[src/core/bnkrf_defines.vh]
// Constants for the banked system register file.
`ifndef BNKRF_DEFINES_VH
`define BNKRF_DEFINES_VH
`define BNKRF_A_PORT2_MODE    8'hf6
`define BNKRF_A_PORT3_MODE    8'hf7
`define BNKRF_A_PORT01_MODE   8'hf8
`define BNKRF_A_INT_PRIO      8'hf9
`define BNKRF_A_INT_REQ       8'hfa
`define BNKRF_A_INT_MASK      8'hfb
`define BNKRF_A_FLAGS         8'hfc
`define BNKRF_A_POINTER       8'hfd
`define BNKRF_A_SP_HIGH       8'hfe
`define BNKRF_A_SP_LOW        8'hff
`define BNKRF_BANK_0          4'h0
`define BNKRF_BANK_D          4'hd
`define BNKRF_BANK_F          4'hf
`define BNKRF_O_PORT_A        4'h0
`define BNKRF_O_PORT_B        4'h1
`define BNKRF_O_PORT_C        4'h2
`define BNKRF_O_PORT_D        4'h3
`define BNKRF_O_CTR8          4'h0
`define BNKRF_O_CTR_SHARED    4'h1
`define BNKRF_O_CTR16         4'h2
`define BNKRF_O_CTR_EXTRA     4'h3
`define BNKRF_O_RLD8_LOW      4'h4
`define BNKRF_O_RLD8_HIGH     4'h5
`define BNKRF_O_RLD16_LOW     4'h6
`define BNKRF_O_RLD16_HIGH    4'h7
`define BNKRF_O_CAP16_LOW     4'h8
`define BNKRF_O_CAP16_HIGH    4'h9
`define BNKRF_O_CAP8_LOW      4'ha
`define BNKRF_O_CAP8_HIGH     4'hb
`define BNKRF_O_LVD           4'hc
`define BNKRF_O_PORT_CONFIG   4'h0
`define BNKRF_O_STOP_REC      4'hb
`define BNKRF_O_STOP_REC_B    4'hd
`define BNKRF_O_WDOG_MODE     4'hf
`define BNKRF_RST_ZERO        8'h00
`define BNKRF_RST_CTR_EXTRA   8'h1f
`define BNKRF_RST_PORT01_MODE 8'hcf
`define BNKRF_KEEP_CTR8       8'h3e
`define BNKRF_KEEP_CTR_SHARED 8'h30
`define BNKRF_KEEP_CTR16      8'h3c
`define BNKRF_UNDEF_READ      8'hff
`define BNKRF_VEC_RESET       4'hc
`endif

[src/core/bnkrf_top.v]
// Banked system register file with stop-mode recovery handling.
`timescale 1ns/1ps
`include "bnkrf_defines.vh"
module bnkrf_top (
   input  wire       sys_clk_i,
   input  wire       arst_n_i,
   input  wire       clk_en_i,
   input  wire       stop_recovery_i,
   input  wire [7:0] addr_i,
   input  wire [7:0] wdata_i,
   input  wire       wr_i,
   input  wire       rd_i,
   input  wire [2:0] vector_sel_i,
   input  wire       vector_reset_i,
   output reg  [7:0] rdata_o,
   output reg  [3:0] work_group_o,
   output reg  [3:0] bank_sel_o,
   output reg  [7:0] counter8_control_o,
   output reg  [7:0] shared_timer_control_o,
   output reg  [7:0] counter16_control_o,
   output reg  [7:0] timer_control_extra_o,
   output reg  [7:0] port0_port1_mode_o,
   output reg  [3:0] vector_addr_o
);
   reg  [7:0] port_data_r [0:3];
   reg  [7:0] bank_d_r [0:12];
   reg  [7:0] port_config_r;
   reg  [7:0] stop_recovery_ctrl_r;
   reg  [7:0] stop_recovery_ctrl_b_r;
   reg  [7:0] watchdog_mode_r;
   reg  [7:0] ctl_r [0:9];
   reg  [7:0] rdata_nxt;
   reg        wr_ok;
   integer    i;

   // Low 16 addresses go to the selected bank; 0xf6 to 0xff go to the control block, the rest read 0xff.
   function is_low;
      input [7:0] a;
      begin
         is_low = (a[7:4] == 4'h0);
      end
   endfunction

   // A stop recovery keeps the masked bits and reloads the rest from reset.
   function [7:0] recover;
      input [7:0] cur;
      input [7:0] keep;
      input [7:0] rst;
      begin
         recover = (cur & keep) | (rst & ~keep);
      end
   endfunction

   wire [3:0] bank   = ctl_r[7][3:0];
   wire [3:0] off    = addr_i[3:0];
   wire       in_ctl = (addr_i >= `BNKRF_A_PORT2_MODE);
   wire [3:0] cidx   = addr_i[3:0] - 4'h6;

   always @* begin
      rdata_nxt = `BNKRF_UNDEF_READ;
      wr_ok = 1'b0;
      if (is_low(addr_i)) begin
         case (bank)
            `BNKRF_BANK_0: begin
               if (off <= `BNKRF_O_PORT_D) begin
                  rdata_nxt = port_data_r[off[1:0]];
                  wr_ok = 1'b1;
               end
            end
            `BNKRF_BANK_D: begin
               if (off <= `BNKRF_O_LVD) begin
                  rdata_nxt = bank_d_r[off];
                  wr_ok = 1'b1;
               end
            end
            `BNKRF_BANK_F: begin
               wr_ok = 1'b1;
               case (off)
                  `BNKRF_O_PORT_CONFIG: rdata_nxt = port_config_r;
                  `BNKRF_O_STOP_REC:    rdata_nxt = stop_recovery_ctrl_r;
                  `BNKRF_O_STOP_REC_B:  rdata_nxt = stop_recovery_ctrl_b_r;
                  `BNKRF_O_WDOG_MODE:   rdata_nxt = watchdog_mode_r;
                  default:              wr_ok = 1'b0;
               endcase
            end
            default: wr_ok = 1'b0;
         endcase
      end else if (in_ctl) begin
         rdata_nxt = ctl_r[cidx];
         wr_ok = 1'b1;
      end
   end

   always @(posedge sys_clk_i or negedge arst_n_i) begin
      if (!arst_n_i) begin
         for (i = 0; i < 4; i = i + 1) begin
            port_data_r[i] <= `BNKRF_RST_ZERO;
         end
         for (i = 0; i < 13; i = i + 1) begin
            bank_d_r[i] <= `BNKRF_RST_ZERO;
         end
         bank_d_r[`BNKRF_O_CTR_EXTRA] <= `BNKRF_RST_CTR_EXTRA;
         for (i = 0; i < 10; i = i + 1) begin
            ctl_r[i] <= `BNKRF_RST_ZERO;
         end
         ctl_r[2] <= `BNKRF_RST_PORT01_MODE;
         port_config_r <= `BNKRF_RST_ZERO;
         stop_recovery_ctrl_r <= `BNKRF_RST_ZERO;
         stop_recovery_ctrl_b_r <= `BNKRF_RST_ZERO;
         watchdog_mode_r <= `BNKRF_RST_ZERO;
         rdata_o <= `BNKRF_RST_ZERO;
         work_group_o <= 4'h0;
         bank_sel_o <= 4'h0;
         counter8_control_o <= `BNKRF_RST_ZERO;
         shared_timer_control_o <= `BNKRF_RST_ZERO;
         counter16_control_o <= `BNKRF_RST_ZERO;
         timer_control_extra_o <= `BNKRF_RST_CTR_EXTRA;
         port0_port1_mode_o <= `BNKRF_RST_PORT01_MODE;
         vector_addr_o <= `BNKRF_VEC_RESET;
      end else if (clk_en_i) begin
         // Recovery has priority over a same-cycle write so the preserved set is exact.
         if (stop_recovery_i) begin
            // Reload pairs, capture pairs, second recovery control and port 2/3 modes hold; port 0/1 mode reloads.
            bank_d_r[`BNKRF_O_CTR8] <= recover(bank_d_r[`BNKRF_O_CTR8],
               `BNKRF_KEEP_CTR8, `BNKRF_RST_ZERO);
            bank_d_r[`BNKRF_O_CTR_SHARED] <= recover(bank_d_r[`BNKRF_O_CTR_SHARED],
               `BNKRF_KEEP_CTR_SHARED, `BNKRF_RST_ZERO);
            bank_d_r[`BNKRF_O_CTR16] <= recover(bank_d_r[`BNKRF_O_CTR16],
               `BNKRF_KEEP_CTR16, `BNKRF_RST_ZERO);
            bank_d_r[`BNKRF_O_CTR_EXTRA] <= `BNKRF_RST_CTR_EXTRA;
            ctl_r[7] <= `BNKRF_RST_ZERO;
            ctl_r[4] <= `BNKRF_RST_ZERO;
            ctl_r[2] <= `BNKRF_RST_PORT01_MODE;
         end else if (wr_i && wr_ok) begin
            if (is_low(addr_i)) begin
               if (bank == `BNKRF_BANK_0) begin
                  port_data_r[off[1:0]] <= wdata_i;
               end else if (bank == `BNKRF_BANK_D) begin
                  bank_d_r[off] <= wdata_i;
               end else begin
                  case (off)
                     `BNKRF_O_PORT_CONFIG: port_config_r <= wdata_i;
                     `BNKRF_O_STOP_REC:    stop_recovery_ctrl_r <= wdata_i;
                     `BNKRF_O_STOP_REC_B:  stop_recovery_ctrl_b_r <= wdata_i;
                     default:              watchdog_mode_r <= wdata_i;
                  endcase
               end
            end else begin
               ctl_r[cidx] <= wdata_i;
            end
         end
         rdata_o <= rd_i ? rdata_nxt : `BNKRF_RST_ZERO;
         work_group_o <= ctl_r[7][7:4];
         bank_sel_o <= ctl_r[7][3:0];
         counter8_control_o <= bank_d_r[`BNKRF_O_CTR8];
         shared_timer_control_o <= bank_d_r[`BNKRF_O_CTR_SHARED];
         counter16_control_o <= bank_d_r[`BNKRF_O_CTR16];
         timer_control_extra_o <= bank_d_r[`BNKRF_O_CTR_EXTRA];
         port0_port1_mode_o <= ctl_r[2];
         // Each source owns two bytes; the reset start follows the six pairs.
         vector_addr_o <= vector_reset_i ? `BNKRF_VEC_RESET : {vector_sel_i, 1'b0};
      end
   end
endmodule

[config.mk]
export PLATFORM = sky130hd
export DESIGN_NAME = bnkrf_top
export DESIGN_NICKNAME = d
export VERILOG_FILES = /design/src/core/bnkrf_top.v
export VERILOG_INCLUDE_DIRS = /design/src /design/src/core
export SDC_FILE = /design/constraint.sdc
export NUM_CORES = 1
export LEC_CHECK = 0
export BUFFER_PORTS_ARGS = -buffer_cell sky130_fd_sc_hd__buf_2
export CAP_MARGIN = 20
export CORE_ASPECT_RATIO = 0.8
export CORE_MARGIN = 4
export CORE_UTILIZATION = 55
export DETAILED_ROUTE_END_ITERATION = 10
export PLACE_DENSITY = 0.7
export SETUP_SLACK_MARGIN = 0.05
export SLEW_MARGIN = 20
export SYNTH_ARGS = -nofsm -noshare
export SYNTH_HDL_FRONTEND = slang
export SYNTH_SLANG_ARGS = --single-unit
[constraint.sdc]
create_clock -name sys_clk_i -period 4.7 [get_ports sys_clk_i]
set_input_delay 1.41 -clock sys_clk_i [delete_from_list [all_inputs] [get_ports sys_clk_i]]
set_output_delay 1.41 -clock sys_clk_i [all_outputs]
set_load 0.02 [all_outputs]
**Yosys cells after proc, flatten, opt, wreduce, memory -nomap -nowiden**

Index checks and enable logic that the tools add are counted.
W data, S select, Z words.

- Memory bits (writable): 0
- Bits in latches: 0
- ROM bits: 0
- Memories: 0
- Flip-flop bits (word level): 308
- Word-level logic and storage cells: 131

- $add $sub $neg: 1
- Muxes and demuxes: 42
- $lt $le $gt $ge: 9
- Bitwise gates (word level): 8
- Multipliers: 0
- Reduce and logical (&&, ||, !) cells: 21
- Eq/ne operators: 7
- Shifts and indexed selects: 0
- Divide/modulo/power cells: 0

Operators by type and width:

| kind | count |
|---|---|
| $mux W104 | 4 |
| $mux W8 | 17 |
| $mux W64 | 2 |
| $bwmux W104 | 1 |
| $bwmux W80 | 1 |
| $bmux W8 S4 | 2 |
| $demux W8 S4 | 2 |
| $bwmux W32 | 1 |
| $mux W32 | 1 |
| $pmux W8 S4 | 1 |
| $reduce_and A7 Y1 | 4 |
| $pmux W8 S3 | 1 |
| $eq A4 B4 Y1 const B | 5 |
| $bmux W8 S2 | 1 |
| $demux W8 S2 | 1 |
| $logic_not A4 Y1 | 3 |
| $ge A5 B5 Y1 const B | 2 |
| $lt A5 B1 Y1 const B | 2 |
| $not A4 Y5 | 2 |
| $reduce_and A5 Y1 | 2 |
| $ge A8 B8 Y1 const B | 1 |
| $reduce_and A6 Y1 | 1 |
| $reduce_bool A2 Y1 | 3 |
| $mux W1 | 5 |
| 15 further kinds | 23 |

**Logic depth before layout (Yosys ltp)**

- Word-level depth: 11
- Gate-level depth with buffers: 11
- Gate-level depth less buffers: 7

**Worst setup path before layout**

Ideal clock, no wire load.

- Path type: input to register
- Start point: input addr_i[1]
- End point: register port_data_r[0] (netlist bit)
- Setup time: 0.125 ns
- Arrival time: 4.098 ns
- Setup slack: 0.477 ns
- Required time: 4.575 ns
- Stages on the path: 10
- Buffers on the path: 3
- Path through: clkbuf_1 > buf_2 > clkbuf_1 > inv_2 > ha_1 > nand2b_1 > a21oi_1 > o31ai_1 > a211oi_2 > mux2_2

- Longest elaborated chain between the ends: 7
- Elaborated cells on any way between the ends: 23
- Classes of those cells: 5 x order compare; 3 x eq/ne; 9 x mux; 1 x bitwise; 5 x reduce/logical

RTL lines:

| element | RTL line | source |
|---|---|---|
| from (decl) | bnkrf_top.v:9 | `input wire [7:0] addr_i,` |
| $eq A4 B4 Y1 / $logic_not A4 Y1 (equally long branches) | bnkrf_top.v:78 | `case (off)` |
| $reduce_or A4 Y1 (no source line) | - |  |
| $mux W1 | bnkrf_top.v:78 |  |
| $pmux W1 S3 | bnkrf_top.v:63 | `case (bank)` |
| $mux W1 | bnkrf_top.v:62 | `if (is_low(addr_i)) begin` |
| $logic_and A1 B1 Y1 | bnkrf_top.v:134 | `end else if (wr_i && wr_ok) begin` |
| $reduce_and A5 Y1 (no source line) | - |  |
| to (signal, indexed assignment) | bnkrf_top.v:97 | `` port_data_r[i] <= `BNKRF_RST_ZERO; `` |
| to (signal, indexed assignment) | bnkrf_top.v:137 | `port_data_r[off[1:0]] <= wdata_i;` |
| to (decl) | bnkrf_top.v:25 | `reg [7:0] port_data_r [0:3];` |

Parallel ways exist; a longest one is shown, timed or not.
A chain may end at the register's enable or synchronous reset.

**Worst setup path in the final report**

- Start point: input addr_i[5]
- End point: register bank_d_r[60] (netlist bit)

- Longest elaborated chain between the ends: 5
- Elaborated cells on any way between the ends: 6
- Classes of those cells: 1 x order compare; 2 x mux; 3 x reduce/logical

RTL lines:

| element | RTL line | source |
|---|---|---|
| $ge A8 B8 Y1 (no source line) | - |  |
| $mux W1 | bnkrf_top.v:88 | `end else if (in_ctl) begin` |
| $mux W1 | bnkrf_top.v:62 |  |
| $logic_and A1 B1 Y1 | bnkrf_top.v:134 |  |
| $reduce_and A6 Y1 (no source line) (*) | - |  |
| to (signal, indexed assignment) | bnkrf_top.v:100 | `` bank_d_r[i] <= `BNKRF_RST_ZERO; `` |
| to (signal, indexed assignment) | bnkrf_top.v:130 | `` bank_d_r[`BNKRF_O_CTR_EXTRA] <= `BNKRF_RST_CTR_EXTRA; `` |
| to (signal, indexed assignment) | bnkrf_top.v:139 | `bank_d_r[off] <= wdata_i;` |
| to (decl) | bnkrf_top.v:26 | `reg [7:0] bank_d_r [0:12];` |

Every way passes the cells marked *; elsewhere a longest branch is shown, timed or not.

==> flow_metrics.tcl <==
set metrics [dict create \
    clock-sinks 307 \
    fill_cells 1945 \
    worst_setup_path_start_kind "primary input" \
    synthAdderAreaFrac_pct 0.174 \
    num_rows 52 \
    wl_met3_um 2480 \
    ys_top_cells_by_area "dfrtp_1 (49%), mux2_2 (20%), mux4_2 (6.3%)" \
    comb_power_share_pct 7.9 \
    cap_violations 0 \
    synth_fp_nets 1086 \
    vias 9428 \
    top_layer "met4" \
    core_region_area_mm2 0.0255 \
    synth.most_common_cell "dfrtp_1" \
    ant_nets 0 \
    numPortBuffers 84 \
    synth-simple-area-share_pct 6.33 \
    hp-class "reg2reg" \
    hold_start "vector_addr_o[3]$_DFFE_PN1P_" \
    clockPowerShare_pct 43.6 \
    drcViolationCount 0 \
    rsz0062_at_grt "no" \
    drive_gt1_share_pct 44.7 \
    clock_latency_ns 0.56 \
    end_kind "flip-flop" \
    finalSetupViolCount 0 \
    synth.avg_cell_area_um2 13.6 \
    initial_core_util_pct 56.4 \
    die_w_um 189 \
    placed_area_mm2 0.0152 \
    grt_pass1_vias 9510 \
    grt_overflow_total 0 \
    r2r-start "bank[3]$_DFFE_PN0P_" \
    cts_resized 0 \
    skew_ns 0.0123 \
    crit_start "addr_i[5]" \
    wl_per_cell_um 24.6 \
    wl_met2_um 16300 \
    htree_levels 1 \
    p_sw_share_pct 23.7 \
    met1_length_um 16900 \
    die_h_um 153 \
    final_nets 1147 \
    cts_hold_buf 0 \
    synth_compound_area_share_pct 8.91 \
    ys_seq_area_share_pct 53.6 \
    synth_area_mm2 0.0144 \
    synth_commonest_cells "dfrtp_1 (283), mux2_2 (257), clkbuf_1 (61)" \
    ys_types 69 \
    cp_max_fo 8 \
    io_pins 86 \
    finalWeightedCongestion 0.904 \
    synthXorXnorAreaFrac_pct 0.122 \
    finalInstanceArea_mm2 0.0162 \
    post-route-period-util_pct 75.5 \
    wirelength_um 36700 \
    via_per_inst 6.31 \
    synth_edf_count 0 \
    synthMuxAreaShare_pct 28.2 \
    max_clock_freq_ghz 0.282 \
    grt_pass1_wl_um 57800 \
    fin_hold_ws_ns 0.488 \
    yosysWarnings 0 \
    critPathRequiredTime_ns 5.13 \
    p_int_w 0.00435 \
    drt-initial-drc-count 971 \
    leakagePower_nw 7.70 \
    antenna_found_initial 0 \
    yosys.area.top_type "dfrtp_1" \
    synth_seq_cells 307 \
    post_cts_buffers 0 \
    grt_usage_pct 25.4 \
    clk_path_buf_depth 3 \
    tightest_slew_ns 0.841 \
    fin_ws_ns 1.15 \
    path_class "in2reg" \
    status "complete, no violations" \
    final.setup.tns_ns 0 \
    path_clk_slew_ns 0.06 \
    max-vdd-ir-drop_v 0.000337 \
    grt_start_max_net_pins 98 \
    numCtsBuffers 30 \
    dp_slack_ns 0.669 \
    synth_ff_type "dfrtp_1" \
    synth_top_family_by_area "multiplexers" \
    syn-instance-count 1058 \
    slew_viol_final 0 \
    drt-pass1-iter-count 5 \
    worst_ep_arrival_time_ns 3.98 \
    p_per_area_mw_per_mm2 352 \
    clock-root-buffer "clkbuf_16" \
    syn_to_final_growth_pct 12.5 \
    post-route-min-period_ns 3.55 \
    power_frac_seq_pct 48.5 \
    die-area_mm2 0.0288 \
    hpwlAfterDp_um 24100 \
    relSlewSlack_pct 43.9 \
    antenna_cells 0 \
    final_hold_viol_count 0 \
    cts_tree "yes" \
    switchingPower_w 0.00135 \
    synth_top_cell_area_share_pct 49.2 \
    async_reset_ff_share_pct 100 \
]
final cells by class:
class	count	area, um2	area share, %
Timing Repair Buffer	112	673	4.16
Tap cell	351	439	2.71
Clock buffer	41	843	5.21
Sequential cell	307	7710	47.6
Multi-Input combinational cell	652	6290	38.9
Clock inverter	14	173	1.07
Inverter	16	60.1	0.371
worst max-delay path, cell delays in order:
cell,delay (ns)
buf_2,0.11
or4_1,0.77
a2111oi_4,0.43
nand3_1,0.30
nor2_2,0.54
mux2_2,0.40
power groups by stage:
stage                     combinational, W  clock [W]  sequential (W)
after floorplan                   0.000231          0         0.00283
after global placement            0.000447          0         0.00281
after detailed placement          0.000452          0         0.00281
after CTS                         0.000455    0.00253         0.00276
after global routing              0.000487    0.00264         0.00277
final                             0.000452    0.00248         0.00276
per-stage QoR:
stage / std cells / power, W / util (%)
6_report: 1493 / 0.00570 / 63.5
5_1_grt: 1493 / 0.00589 / 63.5
4_1_cts: 1493 / 0.00574 / 63.5
3_5_place_dp: 1438 / 0.00326 / 59.5
3_3_place_gp: 1438 / 0.00325 / 59.5
2_1_floorplan: 1058 / 0.00307 / -
per-layer routing:
metal  vias to the layer above  track usage, %
met5                         -               0
met4                         0            6.35
met3                        78            4.83
met2                       369            37.5
met1                      4902            39.4
li1                       4079               -
cells by family (layout without fill, tap and decap cells):
| logic type | Yosys count | after routing |
|---|---|---|
| buffers and inverters | 99 | 183 |
| adder cells (fa/ha/maj) | 2 | 2 |
| AND/OR/NAND/NOR | 160 | 160 |
| XOR/XNOR | 2 | 2 |
| other | 1 | 1 |
| flip-flops | 307 | 307 |
| multiplexers | 323 | 323 |
| AO/OA/AOI/OAI | 164 | 164 |
placed cells by master (no fill, tap or decap), types with 12 or more instances in the layout:
| master | synthesis | final |
|---|---|---|
| dfrtp_1 | 283 | 283 |
| mux2_2 | 257 | 257 |
| buf_2 | 10 | 80 |
| mux4_2 | 40 | 40 |
| nand2_1 | 36 | 36 |
| a22o_1 | 33 | 33 |
| clkbuf_16 | 0 | 31 |
| buf_4 | 1 | 29 |
| a21oi_1 | 27 | 27 |
| mux2i_1 | 26 | 26 |
| nor2_1 | 25 | 25 |
| dfstp_2 | 24 | 24 |
| o22a_1 | 19 | 19 |
| o21ai_0 | 17 | 17 |
| inv_1 | 14 | 14 |
| nand3_1 | 13 | 13 |
| nor3_1 | 13 | 13 |
| a22oi_1 | 12 | 12 |
sequential cells by signal (all words and copies together) (netlist names):
signal                  count
watchdog_mode_r             8
bank_d_r                  104
port_data_r                32
timer_control_extra_o       8
bank_sel_o                  4
work_group_o                4
counter16_control_o         8
counter8_control_o          8
rdata_o                     8
vector_addr_o               3
port0_port1_mode_o          8
bank                        4
stop_recovery_ctrl_b_r      8
port_config_r               8
stop_recovery_ctrl_r        8
shared_timer_control_o      8
ctl_r                      76
path summary, 6_finish.rpt:
check,to,slack (ns),depth (start not counted)
min in group asynchronous,bank_d_r[14]$_DFFE_PN0P_,0.87,1
max,bank_d_r[60]$_DFFE_PN0P_,1.15,6
min,vector_addr_o[3]$_DFFE_PN1P_,0.49,2
min reg2reg,vector_addr_o[3]$_DFFE_PN1P_,0.49,2
max in group asynchronous,timer_control_extra_o[2]$_DFFE_PN1P_,2.85,2
max reg2reg,bank_d_r[60]$_DFFE_PN0P_,1.75,5
Power figures use the tool's default switching activity.
